[src/common/fppc_pkg.sv]
package fppc_pkg;

	// ****************************************
	// Widths and register offsets
	// ****************************************
	localparam int          DATA_W       = 16;
	localparam int          ADDR_W       = 16;
	localparam logic [15:0] ADDR_REVISION = 16'h8005;
	localparam logic [15:0] ADDR_PART_ID  = 16'h8006;
	localparam logic [15:0] ADDR_CFG_WP   = 16'h800A;
	localparam logic [15:0] ADDR_CFG_CP   = 16'h800B;
	localparam logic [15:0] ADDR_STATUS   = 16'h8010;

	// ****************************************
	// Field positions
	// ****************************************
	localparam int BIT_LVP        = 13;
	localparam int BIT_SAF_LOCK   = 11;
	localparam int BIT_EE_LOCK    = 10;
	localparam int BIT_CFG_LOCK   = 9;
	localparam int BIT_BOOT_LOCK  = 8;
	localparam int BIT_APP_LOCK   = 7;
	localparam int BIT_SAF_EN     = 4;
	localparam int BIT_BOOT_EN    = 3;
	localparam int BIT_SIZE_HI    = 2;
	localparam int BIT_SIZE_LO    = 0;
	localparam int BIT_EE_GUARD   = 1;
	localparam int BIT_PROG_GUARD = 0;
	localparam int BIT_ERR        = 0;
	localparam int BIT_LVP_SES    = 1;

	// ****************************************
	// Erased values and masks
	// ****************************************
	localparam logic [15:0] CFG_WP_ERASED = 16'h2F9F;
	localparam logic [15:0] CFG_WP_STICKY = 16'h0F98;
	localparam logic [15:0] CFG_CP_ERASED = 16'h0003;
	localparam logic [1:0]  ID_TOP_PART   = 2'h3;
	localparam logic [1:0]  ID_TOP_REV    = 2'h2;

	// ****************************************
	// Memory map
	// ****************************************
	localparam logic [15:0] PROG_LAST    = 16'h1FFF;
	localparam logic [15:0] BOOT_MAX_END = 16'h0FFF;
	localparam logic [15:0] SAF_BASE     = 16'h1F80;
	localparam logic [15:0] CFG_LO       = 16'h8000;
	localparam logic [15:0] CFG_HI       = 16'h800F;
	localparam logic [15:0] EE_LO        = 16'hF000;
	localparam logic [15:0] EE_HI        = 16'hF0FF;
	localparam logic [15:0] BOOT_END_512 = 16'h01FF;
	localparam logic [15:0] BOOT_END_1K  = 16'h03FF;
	localparam logic [15:0] BOOT_END_2K  = 16'h07FF;
	localparam logic [15:0] BOOT_END_4K  = 16'h0FFF;
	localparam logic [15:0] BOOT_END_8K  = 16'h1FFF;
	localparam logic [15:0] BOOT_END_16K = 16'h3FFF;

	typedef enum logic [2:0] {FPPC_RGN_BOOT, FPPC_RGN_APP, FPPC_RGN_SAF, FPPC_RGN_CFG, FPPC_RGN_EE,
		FPPC_RGN_NONE} fppc_region_t;

endpackage

[src/core/fppc_core.sv]
// Added by the designer: the strobed register port.
`timescale 1ns/100ps
module fppc_core #(
	parameter logic [11:0] PART_CODE = 12'hA5C,	// Arbitrary value
	parameter logic [5:0]  MAJOR_REV = 6'h01,	// Arbitrary value
	parameter logic [5:0]  MINOR_REV = 6'h02	// Arbitrary value
) (
	input  wire logic                        clk_sys,
	input  wire logic                        reset_n,
	input  wire logic [fppc_pkg::ADDR_W-1:0] reg_addr,
	input  wire logic [fppc_pkg::DATA_W-1:0] reg_wdata,
	input  wire logic                        reg_wr,
	input  wire logic                        reg_rd,
	output logic      [fppc_pkg::DATA_W-1:0] reg_rdata,
	input  wire logic [fppc_pkg::DATA_W-1:0] cfg_wp_image,
	input  wire logic [fppc_pkg::DATA_W-1:0] cfg_cp_image,
	input  wire logic                        bulk_erase,
	input  wire logic                        lvp_session,
	input  wire logic                        nvm_wr_req,
	input  wire logic [fppc_pkg::ADDR_W-1:0] nvm_wr_addr,
	output logic                             nvm_wr_grant,
	output logic                             nvm_wr_refused,
	input  wire logic                        fetch_req,
	input  wire logic [fppc_pkg::ADDR_W-1:0] fetch_addr,
	output logic                             exec_violation,
	output logic                             write_error_flag,
	output logic                             boot_region_active,
	output logic      [fppc_pkg::ADDR_W-1:0] boot_end_addr,
	output logic                             storage_area_active,
	output logic                             program_guard_on,
	output logic                             eeprom_guard_on
);
	import fppc_pkg::*;

	// ****************************************
	// Helper functions
	// ****************************************

	// Boot end address from the size field, clamped to half memory
	function automatic logic [15:0] boot_end_of(input logic [2:0] sel);
		logic [15:0] raw;
		case (sel)
			3'h7:    raw = BOOT_END_512;
			3'h6:    raw = BOOT_END_1K;
			3'h5:    raw = BOOT_END_2K;
			3'h4:    raw = BOOT_END_4K;
			3'h3:    raw = BOOT_END_8K;
			default: raw = BOOT_END_16K;
		endcase
		boot_end_of = (raw > BOOT_MAX_END) ? BOOT_MAX_END : raw;
	endfunction

	// Region that an address falls in under a given partition
	function automatic fppc_region_t region_of(input logic [15:0] a, input logic boot_en_n,
		input logic [15:0] boot_end, input logic saf_en_n);
		if (a <= PROG_LAST) begin
			if (!boot_en_n && (a <= boot_end))
				region_of = FPPC_RGN_BOOT;
			else if (!saf_en_n && (a >= SAF_BASE))
				region_of = FPPC_RGN_SAF;
			else
				region_of = FPPC_RGN_APP;
		end else if ((a >= CFG_LO) && (a <= CFG_HI))
			region_of = FPPC_RGN_CFG;
		else if ((a >= EE_LO) && (a <= EE_HI))
			region_of = FPPC_RGN_EE;
		else
			region_of = FPPC_RGN_NONE;
	endfunction

	// ****************************************
	// State
	// ****************************************
	logic [15:0]  cfg_wp;
	logic [15:0]  cfg_cp;
	logic         load_pending;
	logic         act_boot_en_n;
	logic         act_saf_en_n;
	logic [2:0]   act_size;
	logic         lvp_meta;
	logic         lvp_sync;
	logic [15:0]  act_boot_end;

	// ****************************************
	// Low voltage session pin synchroniser
	// ****************************************

	// Asynchronous pin, two flops before any use
	always_ff @(posedge clk_sys) begin
		if (!reset_n) begin
			lvp_meta <= 1'b0;
			lvp_sync <= 1'b0;
		end else begin
			lvp_meta <= lvp_session;
			lvp_sync <= lvp_meta;
		end
	end

	// ****************************************
	// Configuration write decode
	// ****************************************
	wire          hit_wp      = reg_wr && (reg_addr == ADDR_CFG_WP);
	wire          hit_cp      = reg_wr && (reg_addr == ADDR_CFG_CP);
	wire          hit_status  = reg_wr && (reg_addr == ADDR_STATUS);
	wire          cfg_unlock  = cfg_wp[BIT_CFG_LOCK];
	wire          cfg_refused = (hit_wp || hit_cp) && !cfg_unlock;
	wire [15:0]   wp_req      = reg_wdata & CFG_WP_ERASED;
	// Lock bits and the boot and storage area enables may only fall; a one never restores them
	wire [15:0]   wp_sticky   = cfg_wp & wp_req & CFG_WP_STICKY;
	// Size is frozen once the boot region is enabled
	wire [2:0]    size_new    = cfg_wp[BIT_BOOT_EN] ? wp_req[BIT_SIZE_HI:BIT_SIZE_LO]
		: cfg_wp[BIT_SIZE_HI:BIT_SIZE_LO];
	// Keeps the programmer from locking itself out mid session
	wire          lvp_new     = (lvp_sync && !wp_req[BIT_LVP]) ? cfg_wp[BIT_LVP] : wp_req[BIT_LVP];
	wire [15:0]   wp_written  = wp_sticky | (16'(lvp_new) << BIT_LVP) | {13'h0000, size_new};
	wire [15:0]   cp_written  = cfg_cp & reg_wdata & CFG_CP_ERASED;

	// Configuration words: erase wins, then image load, then writes
	always_ff @(posedge clk_sys) begin
		if (!reset_n) begin
			cfg_wp <= CFG_WP_ERASED;
			cfg_cp <= CFG_CP_ERASED;
		end else if (bulk_erase) begin
			cfg_wp <= CFG_WP_ERASED;
			cfg_cp <= CFG_CP_ERASED;
		end else if (load_pending) begin
			cfg_wp <= cfg_wp_image & CFG_WP_ERASED;
			cfg_cp <= cfg_cp_image & CFG_CP_ERASED;
		end else if (cfg_unlock) begin
			if (hit_wp)
				cfg_wp <= wp_written;
			if (hit_cp)
				cfg_cp <= cp_written;
		end
	end

	// ****************************************
	// Partition capture
	// ****************************************

	// Partition is taken once after reset so regions never move under running code
	always_ff @(posedge clk_sys) begin
		if (!reset_n) begin
			load_pending  <= 1'b1;
			act_boot_en_n <= 1'b1;
			act_saf_en_n  <= 1'b1;
			act_size      <= 3'h7;
		end else begin
			load_pending <= 1'b0;
			if (load_pending) begin
				act_boot_en_n <= cfg_wp_image[BIT_BOOT_EN];
				act_saf_en_n  <= cfg_wp_image[BIT_SAF_EN];
				act_size      <= cfg_wp_image[BIT_SIZE_HI:BIT_SIZE_LO];
			end
		end
	end

	assign act_boot_end = boot_end_of(act_size);

	// ****************************************
	// Write permission and execution check
	// ****************************************
	fppc_region_t wr_region;
	fppc_region_t fetch_region;
	logic         wr_allowed;

	// Disabled regions fold into application space through the decode
	assign wr_region    = region_of(nvm_wr_addr, act_boot_en_n, act_boot_end, act_saf_en_n);
	assign fetch_region = region_of(fetch_addr, act_boot_en_n, act_boot_end, act_saf_en_n);

	// Locks are read live so a new protection bites at once
	always_comb begin
		case (wr_region)
			FPPC_RGN_BOOT: wr_allowed = cfg_wp[BIT_BOOT_LOCK];
			FPPC_RGN_APP:  wr_allowed = cfg_wp[BIT_APP_LOCK];
			FPPC_RGN_SAF:  wr_allowed = cfg_wp[BIT_SAF_LOCK];
			FPPC_RGN_CFG:  wr_allowed = cfg_wp[BIT_CFG_LOCK];
			FPPC_RGN_EE:   wr_allowed = cfg_wp[BIT_EE_LOCK];
			default:       wr_allowed = 1'b0;
		endcase
	end

	wire wr_refuse  = nvm_wr_req && !wr_allowed;
	wire err_set    = wr_refuse || cfg_refused;
	wire err_clear  = hit_status && reg_wdata[BIT_ERR];

	// Grant or refusal, one cycle after the request
	always_ff @(posedge clk_sys) begin
		if (!reset_n) begin
			nvm_wr_grant   <= 1'b0;
			nvm_wr_refused <= 1'b0;
			exec_violation <= 1'b0;
		end else begin
			nvm_wr_grant   <= nvm_wr_req && wr_allowed;
			nvm_wr_refused <= wr_refuse;
			exec_violation <= fetch_req && (fetch_region == FPPC_RGN_SAF);
		end
	end

	// Sticky error flag; a new error beats a clear in the same cycle
	always_ff @(posedge clk_sys) begin
		if (!reset_n)
			write_error_flag <= 1'b0;
		else if (err_set)
			write_error_flag <= 1'b1;
		else if (err_clear)
			write_error_flag <= 1'b0;
	end

	// ****************************************
	// Policy outputs
	// ****************************************

	// Registered copies for the surrounding memory logic
	always_ff @(posedge clk_sys) begin
		if (!reset_n) begin
			boot_region_active  <= 1'b0;
			boot_end_addr       <= 16'h0000;
			storage_area_active <= 1'b0;
			program_guard_on    <= 1'b0;
			eeprom_guard_on     <= 1'b0;
		end else begin
			boot_region_active  <= !act_boot_en_n;
			boot_end_addr       <= act_boot_en_n ? 16'h0000 : act_boot_end;
			storage_area_active <= !act_saf_en_n;
			program_guard_on    <= !cfg_cp[BIT_PROG_GUARD];
			eeprom_guard_on     <= !cfg_cp[BIT_EE_GUARD];
		end
	end

	// ****************************************
	// Register read
	// ****************************************
	wire [15:0] part_word   = {2'h0, ID_TOP_PART, PART_CODE};
	wire [15:0] rev_word    = {2'h0, ID_TOP_REV, MAJOR_REV, MINOR_REV};
	wire [15:0] status_word = 16'(write_error_flag) << BIT_ERR | 16'(lvp_sync) << BIT_LVP_SES;
	wire [15:0] next_rdata  = !reg_rd ? 16'h0000 :
		(reg_addr == ADDR_PART_ID)  ? part_word :
		(reg_addr == ADDR_REVISION) ? rev_word :
		(reg_addr == ADDR_CFG_WP)   ? cfg_wp :
		(reg_addr == ADDR_CFG_CP)   ? cfg_cp :
		(reg_addr == ADDR_STATUS)   ? status_word : 16'h0000;

	// Read data stands only in the cycle after the strobe
	always_ff @(posedge clk_sys) begin
		if (!reset_n)
			reg_rdata <= 16'h0000;
		else
			reg_rdata <= next_rdata;
	end

	wire quiet = !bulk_erase && !load_pending;
endmodule // fppc_core

[config.mk]
export PLATFORM = sky130hd
export DESIGN_NAME = fppc_core
export DESIGN_NICKNAME = d
export VERILOG_FILES = /design/src/common/fppc_pkg.sv /design/src/core/fppc_core.sv
export SDC_FILE = /design/constraint.sdc
export NUM_CORES = 1
export LEC_CHECK = 0
export CORE_UTILIZATION = 56
export CTS_CLUSTER_SIZE = 28
export DETAILED_ROUTE_END_ITERATION = 10
export DONT_BUFFER_PORTS = 1
export GPL_TIMING_DRIVEN = 0
export PLACE_DENSITY = 0.74
export REMOVE_ABC_BUFFERS = 1
export SYNTH_ARGS = -nofsm -noshare
export SYNTH_HDL_FRONTEND = slang
export SYNTH_SLANG_ARGS = --single-unit
[constraint.sdc]
create_clock -name clk_sys -period 1.9 [get_ports clk_sys]
set_clock_uncertainty 0.05 [all_clocks]
set_input_delay 0.19 -clock clk_sys [delete_from_list [all_inputs] [get_ports clk_sys]]
set_output_delay 0.19 -clock clk_sys [all_outputs]
set_load 0.005 [all_outputs]
==> results.sh, run 1 <==
export IMPL_slowest_delay_ns=0.34
export IMPL_use_met1_pct=30.0
export IMPL_regArea_um2=963
export IMPL_insertedDiodeCount=0
export IMPL_max_cap_violations=0
export IMPL_numCtsBuffers=5
export IMPL_min_period_ns=2.02
export IMPL_status="finished with violations"
export IMPL_syn_inst=241
export IMPL_r2r_start="act_size[1]"
export IMPL_setup_ws_ns=-0.123
export IMPL_grt_pass1_wl_um=7830
export IMPL_path_clk_slew_ns=0.08
export IMPL_vias_per_cell=5.89
export IMPL_post_drt_wl_per_cell_um=16.8
export IMPL_path_class="register to register"
export IMPL_endpoint_kind="register"
export IMPL_dieArea_um2=4240
export IMPL_cts_path_max_buffers=2
export IMPL_initial_utilization_pct=59.7
export IMPL_arrival_ns=2.17
export IMPL_synthFlopType="dfxtp_1"
export IMPL_cp_top_family="compound AO/OA/AOI/OAI gates"
export IMPL_place_hpwl_um=3670
export IMPL_grt_ovfl_total=0
export IMPL_fillers=331
export IMPL_holdWs_ns=0.00726
export IMPL_yosysTopAreaCell="dfxtp_1"
export IMPL_fin_util_pct=67.1
export IMPL_synth_edf_count=0
export IMPL_hold_viol=0
export IMPL_drv_slew=0
export IMPL_synth_seq_cells=48
export IMPL_max_slew_margin_pct=40.4
export IMPL_hold_start="cfg_wp_image[9]"
export IMPL_drtPass1Iterations=4
export IMPL_worst_pin_slew_ns=0.893
export IMPL_critical_path_startpoint_type="register"
export IMPL_gr_usage_met2_pct=40.9
export IMPL_syn_area_um2=2230
export IMPL_globalRouteMet3Util_pct=6.77
export IMPL_io_buffers=0
export IMPL_r2r_slack_ns=-0.12
export IMPL_fin_nets=367
export IMPL_via_count=1773
export IMPL_die_w_um=65.2
export IMPL_ys_warnings_count=0
export IMPL_synth_cell_types=45
export IMPL_cts_root_buf="clkbuf_8"
export IMPL_ios=144
export IMPL_insertion_delay_ns=0.30
export IMPL_busiest_layer="met2"
export IMPL_antenna_found_initial=0
export IMPL_yosysSeqAreaShare_pct=43.0
export IMPL_worst_path_buf_inv=0
export IMPL_cp_cell_sequence="o21a_1 -> ha_2 -> a21o_1 -> a211oi_2 -> o21ai_1 -> o311ai_2 -> a31oi_4 -> and2_1"
export IMPL_drt_iter0_markers=122
export IMPL_syn_area_per_cell_um2=9.27
export IMPL_worstHoldPathType="input pin to register"
export IMPL_core_area_um2=3740
export IMPL_fmax_mhz=494
export IMPL_post_route_period_util_pct=106
export IMPL_die_h_um=65.2
export IMPL_async_reset_ff_share_pct=0
export IMPL_power_leakage_nw=1.02
export IMPL_cts_sinks=48
export IMPL_critPathRequiredTime_ns=2.04
export IMPL_drive_gt1_share_pct=13.8
export IMPL_place_gp_congestion=0.896
export IMPL_grt_pass1_vias=1720
export IMPL_synth_area_leaders="dfxtp_1 43%, ha_1 5.6%, buf_4 4.4%"
export IMPL_grt_max_degree=30
export IMPL_ant_nets=0
export IMPL_setup_viol=3
export IMPL_worst_path_max_delay_cell="dfxtp_2"
export IMPL_area_growth_pct=12.5
export IMPL_critPathLaunch="act_size[1]"
export IMPL_drcViolationCount=0
export IMPL_grt_usage_pct=24.4
export IMPL_cts_tree="done"
export IMPL_h_tree_depth=2
export IMPL_rows=22
export IMPL_multiInputGateArea_um2=1260
export IMPL_violations="negative setup slack"
export IMPL_powerDensity_nw_per_um2=730
export IMPL_drt_wl_total_um=5070
export IMPL_critPathMaxFanout=4
export IMPL_ir_worst_vdd_mv=0.569
export IMPL_rsz0062_at_grt="true"
export IMPL_synth_top_area_share_pct=43.0
[final timing paths]
check,end,depth (start not counted)
max,nvm_wr_refused,8
min reg2reg,program_guard_on,1
min,cfg_wp[9],2
max reg2reg,nvm_wr_refused,8
[cells in the final DEF (no fill, tap or decap), types with 7 or more instances in the layout]
cell type | netlist | layout
nand4_1 | 10 | 10
dfxtp_1 | 48 | 46
nand2_1 | 11 | 11
and2_1 | 8 | 7
conb_1 | 2 | 11
nor2b_1 | 7 | 7
a21o_1 | 10 | 10
o21ai_0 | 19 | 18
a21oi_1 | 13 | 12
nor2_1 | 16 | 16
dlygate4sd3_1 | 0 | 10
[kinds of logic after synthesis]
kind of cell / after synthesis / synth area share (%)
AOI/OAI and AO/OA: 58 / 16.0
adders and majority gates: 10 / 5.60
other: 2 / 0.336
and+or+nand+nor: 94 / 26.4
muxes: 5 / 2.24
DFF: 48 / 43.0
buffers and inverters: 23 / 6.05
xor gates and xnor gates: 1 / 0.392
[metrics by stage]
| stage | worst slack [ns] | TNS, ns | std cells | total power, W | cell area (µm²) |
|---|---|---|---|---|---|
| CTS | -0.0338 | -0.0594 | 299 | 0.00181 | 2450 |
| global route | -0.231 | -0.692 | 301 | 0.00194 | 2510 |
| finish | -0.123 | -0.312 | 301 | 0.00183 | 2510 |
| global placement | -0.125 | -0.356 | 279 | 0.00123 | 2210 |
| floorplan | 0.0360 | 0 | 231 | 0.00120 | 2150 |
| detailed placement | -0.139 | -0.377 | 279 | 0.00123 | 2210 |
[routing by layer]
layer / share of wire (%) / wire length, µm
met5: 0 / 0
met4: 1.3 / 68
met3: 6.3 / 319
met1: 41 / 2070
met2: 51 / 2600
[state kept, by name, summed over array words and instances, names as in the netlist, 2 cells and up]
register       cells
cfg_wp            11
boot_end_addr      6
act_size           3
reg_rdata         13
cfg_cp             2
[power by group]
group          leakage (nW)  switching (W)  internal [W]
sequential            0.392      0.0000369       0.00104
combinational         0.587      0.0000895      0.000105
clock                0.0410       0.000315      0.000251
[synthesized netlist by cell type (3+ instances only)]
cell type / count
nor2_1: 16
nand2b_1: 4
dfxtp_1: 48
a21o_1: 10
and2_1: 8
nand4_1: 10
a22oi_1: 4
nor2b_1: 7
inv_1: 4
a21oi_1: 13
o21a_1: 3
nor4_1: 5
mux2i_1: 5
o21ai_0: 19
ha_1: 10
nor3_1: 6
nand3_1: 7
clkbuf_1: 5
buf_4: 13
nand2_1: 11
[final cells by class]
type / count / share of cell area, %
Multi-Input combinational cell: 179 / 50.1
Sequential cell: 48 / 38.3
Timing Repair Buffer: 15 / 5.48
Clock buffer: 6 / 2.89
Tap cell: 48 / 2.39
Inverter: 4 / 0.598
Clock inverter: 1 / 0.199
[timing repair]
item	4_1_cts	5_1_grt
hold buffers	10	0
setup endpoints to repair	4	4
endpoints found under the hold margin	16	0
pin swaps	6	11
resized for setup	11	10
buffers inserted	3	2
Note: power is estimated with default switching activity, not from simulation.
==> inputs of run 2 (changes only) <==
- CORE_MARGIN: unset -> 2
- CORE_UTILIZATION: 56 -> 60
- PLACE_DENSITY: 0.74 -> 0.76
- clock period: 1.9 -> 2.5 ns (I/O delays scaled with it)
==> run 2 against run 1 <==
Compared with the run above:
- the flow now finishes without violations
- hold slack better by 0.013 ns
- setup slack better by 0.58 ns
- clock-buffer cell count stayed put
- cell area is 7.5% lower
- global-route usage is 2.5 points lower
- highest routed layer unchanged
==> results.sh, run 2 (synthesis gave the netlist of run 1 again) <==
export IMPL_ir_worst_vdd_mv=0.439
export IMPL_grt_ovfl_total=0
export IMPL_status="completed"
export IMPL_via_count=1747
export IMPL_largestRegisters="reg_rdata: 13 flops, cfg_wp: 11 flops, boot_end_addr: 6 flops"
export IMPL_max_slew_margin_pct=42.9
export IMPL_grt_pass1_wl_um=7070
export IMPL_worstHoldPathType="input pin to register"
export IMPL_fin_util_pct=64.5
export IMPL_final_cell_mix="48 x dfxtp_1, 19 x o21ai_0, 16 x nor2_1, 13 x a21oi_1"
export IMPL_critPathMaxFanout=3
export IMPL_powerDensity_nw_per_um2=629
export IMPL_fin_area_um2=2320
export IMPL_rsz0062_at_grt="false"
export IMPL_die_w_um=65.0
export IMPL_drt_wl_total_um=4630
export IMPL_area_growth_pct=4.09
export IMPL_die_h_um=65.0
export IMPL_cts_path_max_buffers=2
export IMPL_post_cts_buffers=0
export IMPL_fillers=319
export IMPL_cts_root_buf="clkbuf_8"
export IMPL_multiInputGateArea_um2=1170
export IMPL_grt_pass1_vias=1545
export IMPL_arrival_ns=2.19
export IMPL_place_gp_congestion=0.796
export IMPL_regArea_um2=961
export IMPL_drv_slew=0
export IMPL_max_cap_violations=0
export IMPL_setup_viol=0
export IMPL_endpoint_kind="register"
export IMPL_drtPass1Iterations=4
export IMPL_fin_nets=353
export IMPL_holdWs_ns=0.0207
export IMPL_fin_cells=288
export IMPL_numCtsBuffers=5
export IMPL_post_drt_wl_per_cell_um=16.1
export IMPL_cts_hold_buf=1
export IMPL_place_area_um2=2210
export IMPL_dieArea_um2=4230
export IMPL_h_tree_depth=2
export IMPL_drive_gt1_share_pct=6.67
export IMPL_insertedDiodeCount=0
export IMPL_largest_register_ffs=13
export IMPL_vias_per_cell=6.07
export IMPL_path_clk_slew_ns=0.08
export IMPL_top_register="reg_rdata"
export IMPL_cts_sinks=48
export IMPL_rows=22
export IMPL_min_period_ns=2.04
export IMPL_drcViolationCount=0
export IMPL_power_leakage_nw=0.966
export IMPL_ios=144
export IMPL_core_area_um2=3610
export IMPL_hold_viol=0
export IMPL_place_hpwl_um=3600
export IMPL_grt_usage_pct=21.9
export IMPL_grt_max_degree=30
export IMPL_io_buffers=0
export IMPL_final_common_cell="dfxtp_1"
export IMPL_insertion_delay_ns=0.29
export IMPL_worst_pin_slew_ns=0.856
export IMPL_ant_nets=0
export IMPL_critical_path_startpoint_type="register"
export IMPL_initial_utilization_pct=61.9
export IMPL_critPathRequiredTime_ns=2.65
export IMPL_antenna_found_initial=0
export IMPL_post_route_period_util_pct=81.7
export IMPL_cts_tree="done"
export IMPL_path_class="register to register"
export IMPL_postCtsResizedCells=0
export IMPL_dpl_cell_count=279
export IMPL_drt_iter0_markers=77
export IMPL_fmax_mhz=489
export IMPL_setup_tns_ns=0
run 2: cell type report:
cell class | count | share of cell area (%)
clock buffer | 6 | 3.12
sequential | 48 | 41.3
inverter | 4 | 0.646
timing repair buffer | 1 | 0.431
tap | 48 | 2.58
clock inverter | 2 | 1.51
multi-input combinational | 179 | 50.4
run 2: per-stage QoR:
| step | total power (W) | setup WS (ns) |
|---|---|---|
| CTS | 0.00147 | 0.434 |
| global placement | 0.000934 | 0.473 |
| detailed placement | 0.000938 | 0.454 |
| finish | 0.00146 | 0.457 |
| floorplan | 0.000912 | 0.636 |
| global route | 0.00153 | 0.282 |
run 2: worst paths after layout:
check / cells after the start / slack, ns / startpoint / end
worst max-delay path: 8 / 0.46 / act_size[0] / nvm_wr_refused
worst min-delay path: 1 / 0.02 / reset_n / lvp_meta
worst max register to register: 8 / 0.46 / act_size[0] / nvm_wr_refused
worst min register to register: 1 / 0.39 / lvp_meta / lvp_sync
run 2: worst max-delay path, cell delays in order (launching register included):
cell      delay (ns)
dfxtp_1         0.33
o21a_1          0.23
ha_1            0.19
a21o_1          0.15
a211oi_1        0.20
o21ai_0         0.15
o311ai_0        0.29
a31oi_1         0.19
and2_1          0.17
run 2: routing by layer:
metal | part of all wire [%] | vias to the layer above | global-route usage [%]
met4 | 0.45 | 0 | 6.25
met3 | 11 | 2 | 8.51
met1 | 42 | 806 | 27.7
li1 | - | 851 | -
met2 | 47 | 88 | 34.9
met5 | 0 | - | 0
run 2: report_power, final:
group | internal [W] | switching (W) | leakage (nW)
clock | 0.000297 | 0.000244 | 0.0552
combinational | 0.0000529 | 0.0000534 | 0.518
sequential | 0.000788 | 0.0000272 | 0.393
total | 0.00114 | 0.000324 | 0.966
